### config.mk
export PLATFORM = sky130hd
export DESIGN_NAME = adcctl_top
export DESIGN_NICKNAME = d
export VERILOG_FILES = /design/src/verilog/adcctl_pkg.sv /design/src/verilog/adcctl_top.sv
export SDC_FILE = /design/constraint.sdc
export NUM_CORES = 1
export LEC_CHECK = 0
export BUFFER_PORTS_ARGS = -buffer_cell sky130_fd_sc_hd__buf_2
export CELL_PAD_IN_SITES_DETAIL_PLACEMENT = 2
export CELL_PAD_IN_SITES_GLOBAL_PLACEMENT = 2
export CORE_UTILIZATION = 35
export DETAILED_ROUTE_END_ITERATION = 12
export HOLD_SLACK_MARGIN = 0.05
export PLACE_DENSITY = 0.89
export SLEW_MARGIN = 20
export SYNTH_ARGS = -nofsm -noshare
export SYNTH_HDL_FRONTEND = slang
export SYNTH_SLANG_ARGS = --single-unit
### constraint.sdc
create_clock -name pclk -period 6.85 [get_ports pclk]
set_input_delay 1.37 -clock pclk [delete_from_list [all_inputs] [get_ports pclk]]
set_output_delay 1.37 -clock pclk [all_outputs]
set_load 0.05 [all_outputs]
### src/verilog/adcctl_pkg.sv
// shared constants, types and decode helper for the converter control block
package adcctl_pkg;

    // ------------------------------------------------------------
    // register map
    // ------------------------------------------------------------
    // printed register positions; the bus address of each is four times its index
    localparam logic [31:0] PRT_CTRL = 32'h50001500;
    localparam logic [31:0] PRT_CTRL2 = 32'h50001502;
    localparam logic [31:0] PRT_OFFP = 32'h50001504;
    localparam logic [31:0] PRT_OFFN = 32'h50001506;
    localparam logic [31:0] PRT_CLRINT = 32'h50001508;
    localparam logic [31:0] PRT_RESULT = 32'h5000150A;
    localparam logic [31:0] PRT_DELAY = 32'h5000150C;
    localparam logic [31:0] PRT_DELAY2 = 32'h5000150E;
    localparam int ADDR_W = 8;
    localparam logic [3:0] IDX_CTRL = 4'((PRT_CTRL - PRT_CTRL));
    localparam logic [3:0] IDX_CTRL2 = 4'((PRT_CTRL2 - PRT_CTRL));
    localparam logic [3:0] IDX_OFFP = 4'((PRT_OFFP - PRT_CTRL));
    localparam logic [3:0] IDX_OFFN = 4'((PRT_OFFN - PRT_CTRL));
    localparam logic [3:0] IDX_CLRINT = 4'((PRT_CLRINT - PRT_CTRL));
    localparam logic [3:0] IDX_RESULT = 4'((PRT_RESULT - PRT_CTRL));
    localparam logic [3:0] IDX_DELAY = 4'((PRT_DELAY - PRT_CTRL));
    localparam logic [3:0] IDX_DELAY2 = 4'((PRT_DELAY2 - PRT_CTRL));

    // ------------------------------------------------------------
    // field positions
    // ------------------------------------------------------------
    localparam int B_FORCE0 = 15;
    localparam int B_REGEN = 14;
    localparam int B_CHOP = 13;
    localparam int B_MUTE = 12;
    localparam int B_SE = 11;
    localparam int B_SIGN = 10;
    localparam int B_SEL_HI = 9;
    localparam int B_SEL_LO = 6;
    localparam int B_MASK = 5;
    localparam int B_FLAG = 4;
    localparam int B_CLKSEL = 3;
    localparam int B_START = 1;
    localparam int B_EN = 0;
    localparam int B2_I20U = 3;
    localparam int B2_IDYN = 2;
    localparam int B2_ATTN = 1;
    localparam int B2_DLYEN = 0;
    localparam int TRIM_W = 10;
    localparam int RES_W = 10;

    // ------------------------------------------------------------
    // reset values and codes
    // ------------------------------------------------------------
    localparam logic [9:0] TRIM_RST = 10'h200;
    localparam logic [15:0] DELAY_RST = 16'h0000;
    localparam logic [15:0] DELAY2_RST = 16'h8880;
    localparam logic [3:0] SEL_FIRST_PAIR = 4'h0;

    // ------------------------------------------------------------
    // timing: one delay step is 125 ns rounded up to whole clocks, two cycles at 100 ns
    // ------------------------------------------------------------
    localparam int CLK_PERIOD_NS = 100;
    localparam int DELAY_STEP_NS = 125;
    localparam int DELAY_STEP_CYC_I = (DELAY_STEP_NS + CLK_PERIOD_NS - 1) / CLK_PERIOD_NS;
    localparam logic [1:0] DELAY_STEP_LAST = 2'(DELAY_STEP_CYC_I - 1);

    // ------------------------------------------------------------
    // state types
    // ------------------------------------------------------------
    typedef enum logic [1:0] {
        CV_IDLE = 2'b00,
        CV_FIRST = 2'b01,
        CV_SECOND = 2'b10
    } adcctl_conv_e;

    typedef enum logic [2:0] {
        SQ_OFF = 3'b000,
        SQ_LDO_WAIT = 3'b001,
        SQ_EN_WAIT = 3'b010,
        SQ_START_WAIT = 3'b011,
        SQ_DONE = 3'b100
    } adcctl_seq_e;

    typedef struct packed {
        logic pready;
        logic pslverr;
        logic [31:0] prdata;
        logic force0;
        logic reg_en;
        logic chop;
        logic mute;
        logic se;
        logic sign;
        logic [3:0] sel;
        logic mask;
        logic flag;
        logic clksel;
        logic start;
        logic en;
        logic i20u;
        logic idyn;
        logic attn;
        logic dly_en;
        logic [9:0] offp;
        logic [9:0] offn;
        logic [15:0] dly1;
        logic [15:0] dly2;
        logic [9:0] result;
        logic [9:0] first;
        adcctl_conv_e conv;
        adcctl_seq_e seq;
        logic [7:0] seq_cnt;
        logic [1:0] tick_cnt;
        logic s1;
        logic s2;
        logic s3;
        logic done_lvl;
        logic out_regen;
        logic out_en;
        logic out_start;
        logic out_sign;
        logic out_pair;
        logic irq;
    } adcctl_state_s;

    // map a bus address to a register index; valid only on aligned mapped words
    function automatic logic adcctl_decode(input logic [ADDR_W-1:0] a, output logic [3:0] idx);
        idx = a[5:2];
        adcctl_decode = (a[1:0] == 2'h0) && (a[ADDR_W-1:6] == 2'h0) && (a[2] == 1'b0);
    endfunction

endpackage

### src/verilog/adcctl_top.sv
// converter control register block with apb slave and conversion sequencer
// Operation
// - force-zero bit grounds regulator output
// - chop takes two opposite-sign samples, averaged
// - mute bit samples mid-scale instead
// - se bit picks differential or single ended
// - sign bit inverts input and output polarity
// - input select programmed before start; reserved codes
// - differential: code zero first pair, else second
// - mask bit gates done interrupt
// - done flag sticky until clear register written
// - clock select bit picks converter clock
// - start launches conversion, self-clears, sets flag
// - enable zero holds converter disabled and reset
// - constant load bit adds regulator load
// - dynamic load bit enables regulator load
// - attenuator bit selects input range
// - delayed sequence enable never auto-cleared
// - any clear-register write clears flag; reads zero
// - result register holds last ten-bit value
// - delayed bring-up: regulator, enable, then start
`timescale 1ns/1ns
`default_nettype none

module adcctl_top
    import adcctl_pkg::*;
(
    input wire logic pclk, // system clock, 10 MHz
    input wire logic presetn, // async reset, active low
    input wire logic psel, // apb select
    input wire logic penable, // apb access phase
    input wire logic pwrite, // apb direction, high = write
    input wire logic [ADDR_W-1:0] paddr, // apb byte address
    input wire logic [31:0] pwdata, // apb write data
    output logic [31:0] prdata, // apb read data
    output logic pready, // apb ready
    output logic pslverr, // apb error on unmapped address
    input wire logic conversion_done_in, // macro done level, asynchronous
    input wire logic [RES_W-1:0] result_value_in, // macro result, stable at done
    output logic regulator_enable, // regulator on
    output logic regulator_force_zero, // regulator output forced to zero
    output logic converter_enable, // converter out of reset
    output logic conversion_start, // one-cycle launch pulse to the macro
    output logic midscale_sample, // sample mid-scale
    output logic single_ended_select, // high = single ended mode
    output logic polarity_invert, // sign inversion for current sample
    output logic [3:0] input_select, // input multiplexer code
    output logic second_pair_select, // differential: second pin pair
    output logic converter_clock_select, // high = digital system clock
    output logic constant_load_enable, // fixed regulator load
    output logic dynamic_load_enable, // dynamic regulator load
    output logic triple_attenuator_enable, // extended input range
    output logic [TRIM_W-1:0] positive_offset_trim, // positive array trim
    output logic [TRIM_W-1:0] negative_offset_trim, // negative array trim
    output logic done_irq // interrupt to the interrupt controller
);

    // ------------------------------------------------------------
    // state
    // ------------------------------------------------------------
    adcctl_state_s st_r; // all registered state
    adcctl_state_s st_nxt; // next value of the state

    // ------------------------------------------------------------
    // output wiring, every output is a field of the state register
    // ------------------------------------------------------------
    assign prdata = st_r.prdata;
    assign pready = st_r.pready;
    assign pslverr = st_r.pslverr;
    assign regulator_enable = st_r.out_regen;
    assign converter_enable = st_r.out_en;
    assign conversion_start = st_r.out_start;
    assign polarity_invert = st_r.out_sign;
    assign second_pair_select = st_r.out_pair;
    assign done_irq = st_r.irq;
    assign input_select = st_r.sel;
    assign positive_offset_trim = st_r.offp;
    assign negative_offset_trim = st_r.offn;

    assign regulator_force_zero = st_r.force0;
    assign midscale_sample = st_r.mute;
    assign single_ended_select = st_r.se;
    assign converter_clock_select = st_r.clksel;
    assign constant_load_enable = st_r.i20u;
    assign dynamic_load_enable = st_r.idyn;
    assign triple_attenuator_enable = st_r.attn;

    // ------------------------------------------------------------
    // next-state logic
    // ------------------------------------------------------------
    // bus, sequencer and conversion control in one pass; order matters:
    // hardware clears come first so that a software set in the same cycle wins,
    // and the software flag clear comes before the hardware set
    always_comb begin
        logic hit; // address decodes to a mapped word
        logic [3:0] idx; // register index
        logic wr_acc; // write takes effect this edge
        logic done_evt; // completion seen after synchroniser
        logic eff_regen; // regulator enable after gating
        logic eff_en; // converter enable after gating
        logic start_ok; // bring-up complete
        logic tick; // one delay step elapsed
        logic [10:0] sum; // two-sample sum
        logic [7:0] target; // delay of current bring-up step
        hit = 1'b0;
        idx = 4'h0;
        wr_acc = 1'b0;
        done_evt = 1'b0;
        eff_regen = 1'b0;
        eff_en = 1'b0;
        start_ok = 1'b0;
        tick = 1'b0;
        sum = 11'h000;
        target = 8'h00;
        st_nxt = st_r;

        // done input: three flops, change counts when the last two agree
        st_nxt.s1 = conversion_done_in;
        st_nxt.s2 = st_r.s1;
        st_nxt.s3 = st_r.s2;
        if (st_r.s2 == st_r.s3) begin
            st_nxt.done_lvl = st_r.s3;
            done_evt = st_r.s3 && !st_r.done_lvl;
        end

        // apb decode, used in both phases since the master holds paddr
        hit = adcctl_decode(paddr, idx);
        wr_acc = psel && penable && st_r.pready && pwrite && hit;

        // any write to clear register drops flag
        if (wr_acc && (idx == IDX_CLRINT)) begin
            st_nxt.flag = 1'b0;
        end

        // ------------------------------------------------------------
        // delayed bring-up sequencer
        // ------------------------------------------------------------
        // step timebase, only runs while a bring-up is in progress
        if (st_r.seq != SQ_OFF && st_r.seq != SQ_DONE) begin
            if (st_r.tick_cnt == DELAY_STEP_LAST) begin
                st_nxt.tick_cnt = 2'h0;
                tick = 1'b1;
            end else begin
                st_nxt.tick_cnt = st_r.tick_cnt + 2'h1;
            end
        end else begin
            st_nxt.tick_cnt = 2'h0;
        end
        case (st_r.seq)
            SQ_LDO_WAIT: target = st_r.dly1[7:0];
            SQ_EN_WAIT: target = st_r.dly2[7:0];
            SQ_START_WAIT: target = st_r.dly2[15:8];
            default: target = 8'h00;
        endcase
        // steps advance after each programmed delay
        case (st_r.seq)
            SQ_OFF: begin
                st_nxt.seq_cnt = 8'h00;
            end
            SQ_LDO_WAIT: begin
                if (st_r.seq_cnt >= target) begin
                    st_nxt.seq = SQ_EN_WAIT;
                    st_nxt.seq_cnt = 8'h00;
                end else if (tick) begin
                    st_nxt.seq_cnt = st_r.seq_cnt + 8'h01;
                end
            end
            SQ_EN_WAIT: begin
                if (st_r.seq_cnt >= target) begin
                    st_nxt.seq = SQ_START_WAIT;
                    st_nxt.seq_cnt = 8'h00;
                end else if (tick) begin
                    st_nxt.seq_cnt = st_r.seq_cnt + 8'h01;
                end
            end
            SQ_START_WAIT: begin
                if (st_r.seq_cnt >= target) begin
                    st_nxt.seq = SQ_DONE;
                    st_nxt.seq_cnt = 8'h00;
                end else if (tick) begin
                    st_nxt.seq_cnt = st_r.seq_cnt + 8'h01;
                end
            end
            SQ_DONE: begin
                st_nxt.seq_cnt = 8'h00;
            end
            default: begin
                st_nxt.seq = SQ_OFF;
            end
        endcase
        // gating: without the delay function the bits act at once
        if (st_r.dly_en) begin
            eff_regen = st_r.reg_en && (st_r.seq >= SQ_EN_WAIT);
            eff_en = st_r.en && (st_r.seq >= SQ_START_WAIT);
            start_ok = (st_r.seq == SQ_DONE);
        end else begin
            eff_regen = st_r.reg_en;
            eff_en = st_r.en;
            start_ok = 1'b1;
        end
        st_nxt.out_regen = eff_regen;
        st_nxt.out_en = eff_en;

        // ------------------------------------------------------------
        // conversion control
        // ------------------------------------------------------------
        st_nxt.out_start = 1'b0;
        st_nxt.out_pair = !st_r.se && (st_r.sel != SEL_FIRST_PAIR);
        // disabled converter aborts and holds idle
        if (!eff_en) begin
            st_nxt.conv = CV_IDLE;
            st_nxt.start = 1'b0;
            st_nxt.out_sign = st_r.sign;
        end else begin
            case (st_r.conv)
                CV_IDLE: begin
                    st_nxt.out_sign = st_r.sign;
                    if (st_r.start && start_ok) begin
                        st_nxt.out_start = 1'b1;
                        st_nxt.conv = CV_FIRST;
                    end
                end
                CV_FIRST: begin
                    if (done_evt) begin
                        if (st_r.chop) begin
                            st_nxt.first = result_value_in;
                            st_nxt.out_sign = !st_r.sign;
                            st_nxt.out_start = 1'b1;
                            st_nxt.conv = CV_SECOND;
                        end else begin
                            st_nxt.result = result_value_in;
                            st_nxt.start = 1'b0;
                            st_nxt.flag = 1'b1;
                            st_nxt.conv = CV_IDLE;
                        end
                    end
                end
                CV_SECOND: begin
                    if (done_evt) begin
                        sum = {1'b0, st_r.first} + {1'b0, result_value_in};
                        st_nxt.result = sum[10:1];
                        st_nxt.start = 1'b0;
                        st_nxt.flag = 1'b1;
                        st_nxt.conv = CV_IDLE;
                        st_nxt.out_sign = st_r.sign;
                    end
                end
                default: begin
                    st_nxt.conv = CV_IDLE;
                end
            endcase
        end

        // ------------------------------------------------------------
        // apb slave: no wait state, answer registered in setup
        // ------------------------------------------------------------
        if (psel && !penable) begin
            st_nxt.pready = 1'b1;
            st_nxt.pslverr = !hit;
            st_nxt.prdata = 32'h00000000;
            if (!pwrite && hit) begin
                if (idx == IDX_CTRL) begin
                    st_nxt.prdata[B_FORCE0] = st_r.force0;
                    st_nxt.prdata[B_REGEN] = st_r.reg_en;
                    st_nxt.prdata[B_CHOP] = st_r.chop;
                    st_nxt.prdata[B_MUTE] = st_r.mute;
                    st_nxt.prdata[B_SE] = st_r.se;
                    st_nxt.prdata[B_SIGN] = st_r.sign;
                    st_nxt.prdata[B_SEL_HI:B_SEL_LO] = st_r.sel;
                    st_nxt.prdata[B_MASK] = st_r.mask;
                    st_nxt.prdata[B_FLAG] = st_r.flag;
                    st_nxt.prdata[B_CLKSEL] = st_r.clksel;
                    st_nxt.prdata[B_START] = st_r.start;
                    st_nxt.prdata[B_EN] = st_r.en;
                end else if (idx == IDX_CTRL2) begin
                    st_nxt.prdata[B2_I20U] = st_r.i20u;
                    st_nxt.prdata[B2_IDYN] = st_r.idyn;
                    st_nxt.prdata[B2_ATTN] = st_r.attn;
                    st_nxt.prdata[B2_DLYEN] = st_r.dly_en;
                end else if (idx == IDX_OFFP) begin
                    st_nxt.prdata[TRIM_W-1:0] = st_r.offp;
                end else if (idx == IDX_OFFN) begin
                    st_nxt.prdata[TRIM_W-1:0] = st_r.offn;
                end else if (idx == IDX_RESULT) begin
                    st_nxt.prdata[RES_W-1:0] = st_r.result;
                end else if (idx == IDX_DELAY) begin
                    st_nxt.prdata[15:0] = st_r.dly1;
                end else if (idx == IDX_DELAY2) begin
                    st_nxt.prdata[15:0] = st_r.dly2;
                end else begin
                    st_nxt.prdata = 32'h00000000;
                end
            end
        end else if (psel && penable && st_r.pready) begin
            st_nxt.pready = 1'b0;
            st_nxt.pslverr = 1'b0;
        end

        // register writes at the access edge; flag and test bit are not writable
        if (wr_acc) begin
            if (idx == IDX_CTRL) begin
                st_nxt.force0 = pwdata[B_FORCE0];
                st_nxt.reg_en = pwdata[B_REGEN];
                st_nxt.chop = pwdata[B_CHOP];
                st_nxt.mute = pwdata[B_MUTE];
                st_nxt.se = pwdata[B_SE];
                st_nxt.sign = pwdata[B_SIGN];
                st_nxt.sel = pwdata[B_SEL_HI:B_SEL_LO];
                st_nxt.mask = pwdata[B_MASK];
                st_nxt.clksel = pwdata[B_CLKSEL];
                st_nxt.en = pwdata[B_EN];
                // writing zero cannot abort a running conversion
                if (pwdata[B_START]) begin
                    st_nxt.start = 1'b1;
                end
            end else if (idx == IDX_CTRL2) begin
                st_nxt.i20u = pwdata[B2_I20U];
                st_nxt.idyn = pwdata[B2_IDYN];
                st_nxt.attn = pwdata[B2_ATTN];
                st_nxt.dly_en = pwdata[B2_DLYEN];
                if (pwdata[B2_DLYEN] && !st_r.dly_en) begin
                    st_nxt.seq = SQ_LDO_WAIT;
                    st_nxt.seq_cnt = 8'h00;
                end else if (!pwdata[B2_DLYEN]) begin
                    st_nxt.seq = SQ_OFF;
                end
            end else if (idx == IDX_OFFP) begin
                st_nxt.offp = pwdata[TRIM_W-1:0];
            end else if (idx == IDX_OFFN) begin
                st_nxt.offn = pwdata[TRIM_W-1:0];
            end else if (idx == IDX_DELAY) begin
                st_nxt.dly1 = pwdata[15:0];
            end else if (idx == IDX_DELAY2) begin
                st_nxt.dly2 = pwdata[15:0];
            end
        end

        // line equals flag and mask, same edge
        st_nxt.irq = st_nxt.flag && st_nxt.mask;
    end

    // ------------------------------------------------------------
    // state register
    // ------------------------------------------------------------
    // control fields start at zero
    always_ff @(posedge pclk or negedge presetn) begin
        if (!presetn) begin
            st_r <= '0;
            st_r.conv <= CV_IDLE;
            st_r.seq <= SQ_OFF;
            st_r.offp <= TRIM_RST;
            st_r.offn <= TRIM_RST;
            st_r.dly1 <= DELAY_RST;
            st_r.dly2 <= DELAY2_RST;
        end else begin
            st_r <= st_nxt;
        end
    end

endmodule

`default_nettype wire
Word-level counts from Yosys, hierarchy flattened --
Index checks and enable logic that the tools add are counted.
Storage, ports and cells: logic and storage cells 202, output and inout port bits 71, register bits after elaboration 150, bits of input ports 56
Cells by class: $add $sub $neg 3, magnitude comparators 3, bitwise logic cells 6, reductions and logical operators 45, multiplexer cells 82, eq/ne operators 24
Operators with widths (number):
- $mux 10 | 8
- $mux 16 | 5
- $mux 32 | 2
- $mux 58 | 1
- $mux 56 | 1
- $mux 52 | 1
- $mux 42 | 1
- $mux 11 | 3
- $mux 2 | 12
- $mux 8 | 3
- $pmux 8 s3 | 1
- $mux 1 | 23
- $mux 22 | 1
- $pmux 10 s2 | 1
- $mux 6 | 3
- $logic_and 1x1->1 | 17
- $eq 4x4->1 const B | 4
- $pmux 8 s2 | 1
- $mux 3 | 5
- $ne 3x3->1 const B | 5
- $mux 13 | 1
- $mux 12 | 1
- $pmux 3 s4 | 1
- $reduce_and 4->1 | 3
- other kinds (34) | 59

Longest topological paths before layout --
depth after elaboration 11, mapped depth 13, mapped depth without buffers 11

Worst setup path after synthesis --
OpenSTA, ideal clock, no wires.
kind input port to flip-flop, from input paddr[1], to register st_r[50] in the netlist's numbering, arrival 3232 ps, setup time 125 ps, path buffers 2, cell stages on the path 6, slack 3493 ps, cells stage by stage or4_4 > or3_1 > buf_6 > nor3_4 > buf_8 > mux2_2
Between the ends: cells in the longest elaborated chain, start to end 5
RTL lines:
- start, declared | RTL line adcctl_top.sv:33 | input wire logic [ADDR_W-1:0] paddr,
- $logic_not 2->1 | RTL line adcctl_pkg.sv:127 | adcctl_decode = (a[1:0] == 2'h0) && (a[ADDR_W-1:6] == 2'h0) && (a[2] == 1'b0);
- $logic_and 1x1->1 (2 in a row) | RTL line adcctl_pkg.sv:127
- $logic_and 1x1->1 | RTL line adcctl_top.sv:128 | wr_acc = psel && penable && st_r.pready && pwrite && hit;
- $reduce_and 7->1 (no line)
- end signal, assigned | RTL line adcctl_top.sv:356 | st_r <= st_nxt;
- end, declared | RTL line adcctl_top.sv:61 | adcctl_state_s st_r;
Every way passes these cells. A chain may end at the register's enable or synchronous reset.

Worst setup path in the final report --
from input paddr[4], to register st_r[65] in the netlist's numbering
Between the ends: cells in the longest elaborated chain, start to end 3, elaborated cells between the ends (all ways) 10, classes of those cells eq/ne: 4; bitwise: 4; reduce/logical: 2
RTL lines:
- $eq 4x3->1, or another cell as far along | RTL line adcctl_top.sv:329 | end else if (idx == IDX_OFFN) begin
- $not 1->1 (no line)
- $reduce_and 6->1 (no line) *
Every way passes the cells marked *; elsewhere a longest branch is shown, timed or not.

==> flow_summary.toml <==
[worst_setup_path]
rr_worst_depth = 9
max_stage_delay_ns = 0.88
end_kind = "flop"
cp_slowest_cell = "and2b_1"
arrival_ns = 4.30
crit_type = "in -> reg"
rrSetupSlack_ns = 2.94
crit_path_start_kind = "primary input"
path_cells = "buf_2 -> nand2_1 -> nor3_1 -> and2b_1 -> mux2_2"
cp_data_required_time_ns = 7.17
cp_max_fo = 29

[detailed_routing]
routedWlPerCell_um = 24.1
num_vias = 5898
first_iter_violations = 256
drtPass1Iterations = 5
finalWirelength_um = 25100
drc = 0
via_per_inst = 5.67
ant_nets = 0

[global_route]
antenna_found_initial = 1
grt_first_pass_wirelength_um = 38900
grt_use_total_pct = 24.0
grt_max_degree = 80
grt_pass1_vias = 6605
overflow = 0

[layout]
final_cell_mix = "dfrtp_1, buf_2, mux2_2, nand2_1, o21ai_0"
final_cells = 1041
final_common_cell = "dfrtp_1"
utilization_pct = 40.8
area_delta_synth_final_pct = 12.7
drive_gt1_share_pct = 31.3
final_nets = 835
final_area_um2 = 8360

[logic_synthesis]
synth_area_leaders = "dfrtp_1, mux2_2, buf_4, ha_1, nand2_1"
synth_largest_area_cell = "dfrtp_1"
synth_edf_count = 0
synth_top_area_share_pct = 43.5
yosys_most_used_dff = "dfrtp_1"
async_flop_share_pct = 100
ys_ff_latch = 134
yosys.area_share.simple_pct = 14.1
synth_mux_area_share_pct = 15.1
yosysWarnings = 0
synthCells = 713
synth_area_um2 = 7420
synth_top_family_by_area = "multiplexers"
avgSynthCellArea_um2 = 10.4
ys_seq_area_share_pct = 45.3
synth_cell_types = 62
synth_xor_area_share_pct = 0.354
synthAdderAreaFrac_pct = 3.95
synth-compound-area-share_pct = 12.4

[clock_network]
post_cts_buffers = 0
clkSinkCount = 134
htreeDepth = 4
hold_buffers = 0
clock_latency_ns = 0.44
cts.repair.resized = 0
cts_tree = "done"
cts_root_buf = "clkbuf_16"
clk_pin_slew_ns = 0.06
numCtsBuffers = 17
cts_buffer_depth = 2

[timing]
layout_setup_ws_ns = 2.87
finalSetupViolCount = 0
slew_headroom_pct = 32.2
rsz0062_at_grt = "false"
tightest_slew_ns = 1.01
min_period_ns = 3.98
finalSetupTns_ns = 0
slew_viol_final = 0
skew_ns = 0.0124
hold_slack_ns = 0.354
period_share_pct = 58.2
hold_viol = 0
fmax_ghz = 0.251

[placement]
hpwlAfterDp_um = 16700
routabilityCongestion = 0.794
dp_worst_setup_slack_ns = 2.59
portBuffers = 94
placed_area_um2 = 7750
dp.cells = 1008

[flow_run]
cap_violations = 0

[floorplanning]
die_h_um = 148
io_pins = 127
start_util_pct = 36.2
die_w_um = 148
rows = 52
dieArea_um2 = 21800
coreArea_um2 = 20500

[status]
outcome = "finished clean"

[power_and_ir_drop]
cellLeakagePower_nw = 3.94
pwr_density_cell_nw_per_um2 = 254
ir_drop_v = 0.000180
power.total_mw = 2.12

[hold_path]
whs_path_depth = 0
hold_class = "reg -> reg"
==> power breakdown <==
group          internal (mW)  total [mW]  switching [mW]
Combinational         0.0823       0.287           0.205
Sequential             0.814       0.860          0.0464
Clock                  0.589       0.976           0.387
Total                   1.48        2.12           0.638
==> area by class of cell <==
cell class / count / area [µm²]
Inverter: 16 / 60.1
Sequential cell: 134 / 3360
Tap cell: 270 / 338
Antenna cell: 1 / 2.50
Clock buffer: 20 / 447
Multi-Input combinational cell: 489 / 3470
Clock inverter: 12 / 164
Fill cell: 2195 / 12100
Timing Repair Buffer: 99 / 514
==> registers in the layout (all words and copies together) (netlist names) <==
name	cells
constant_load_enable	1
conversion_start	1
converter_clock_select	1
converter_enable	1
done_irq	1
dynamic_load_enable	1
input_select	4
midscale_sample	1
negative_offset_trim	10
polarity_invert	1
positive_offset_trim	10
prdata	16
pready	1
pslverr	1
regulator_enable	1
regulator_force_zero	1
second_pair_select	1
single_ended_select	1
st_nxt	2
st_r	77
triple_attenuator_enable	1
==> cell families after synthesis <==
family                     count (synthesis)
AOI/OAI and AO/OA                        145
DFF                                      134
xor gates and xnor gates                   3
muxes                                    100
other                                      1
and+or+nand+nor                          202
buffers and inverters                    105
adders and majority gates                 23
==> cell usage after synthesis (6+ instances only) <==
cell and number:
ha_1 21, clkbuf_1 22, nor2_1 34, a22o_1 6, mux2i_1 14, nand3_1 15
a222oi_1 7, nor2b_1 10, nand4_1 9, nand2_1 66, o221ai_1 7, a21oi_1 36
nand2b_1 9, a31oi_1 8, nor3_1 12, dfrtp_1 129, mux2_2 85, inv_1 16
o22ai_1 10, nor4_1 6, o21ai_0 43, buf_4 58, or2_2 11
==> path summary, 6_finish.rpt <==
path	end	startpoint
worst max-delay path	st_r[65]$_DFFE_PN0P_	paddr[4]
worst min-delay path	st_nxt[7]$_DFF_PN0_	st_nxt[8]$_DFF_PN0_
worst max register to register	st_r[21]$_DFF_PN0_	st_r[21]$_DFF_PN0_
worst min register to register	st_nxt[7]$_DFF_PN0_	st_nxt[8]$_DFF_PN0_
max in group asynchronous	st_r[37]$_DFFE_PN0P_	presetn
min in group asynchronous	prdata[12]$_DFFE_PN0P_	presetn
==> routing by layer <==
layer | up-vias | share of wire [%] | wire (µm) | global-route usage (%)
li1 | 2587 | - | - | -
met1 | 3053 | 41 | 10300 | 28.2
met2 | 201 | 51 | 12800 | 41.9
met3 | 57 | 5.0 | 1240 | 4.60
met4 | 0 | 3.1 | 784 | 11.9
met5 | - | 0 | 0 | 0
==> worst max-delay path, delay by kind of cell <==
kind	cells	cell delay, ns
buf+inv	1	0.49
simple gates	3	2.00
mux	1	0.43
(Power assumes the default switching activity.)
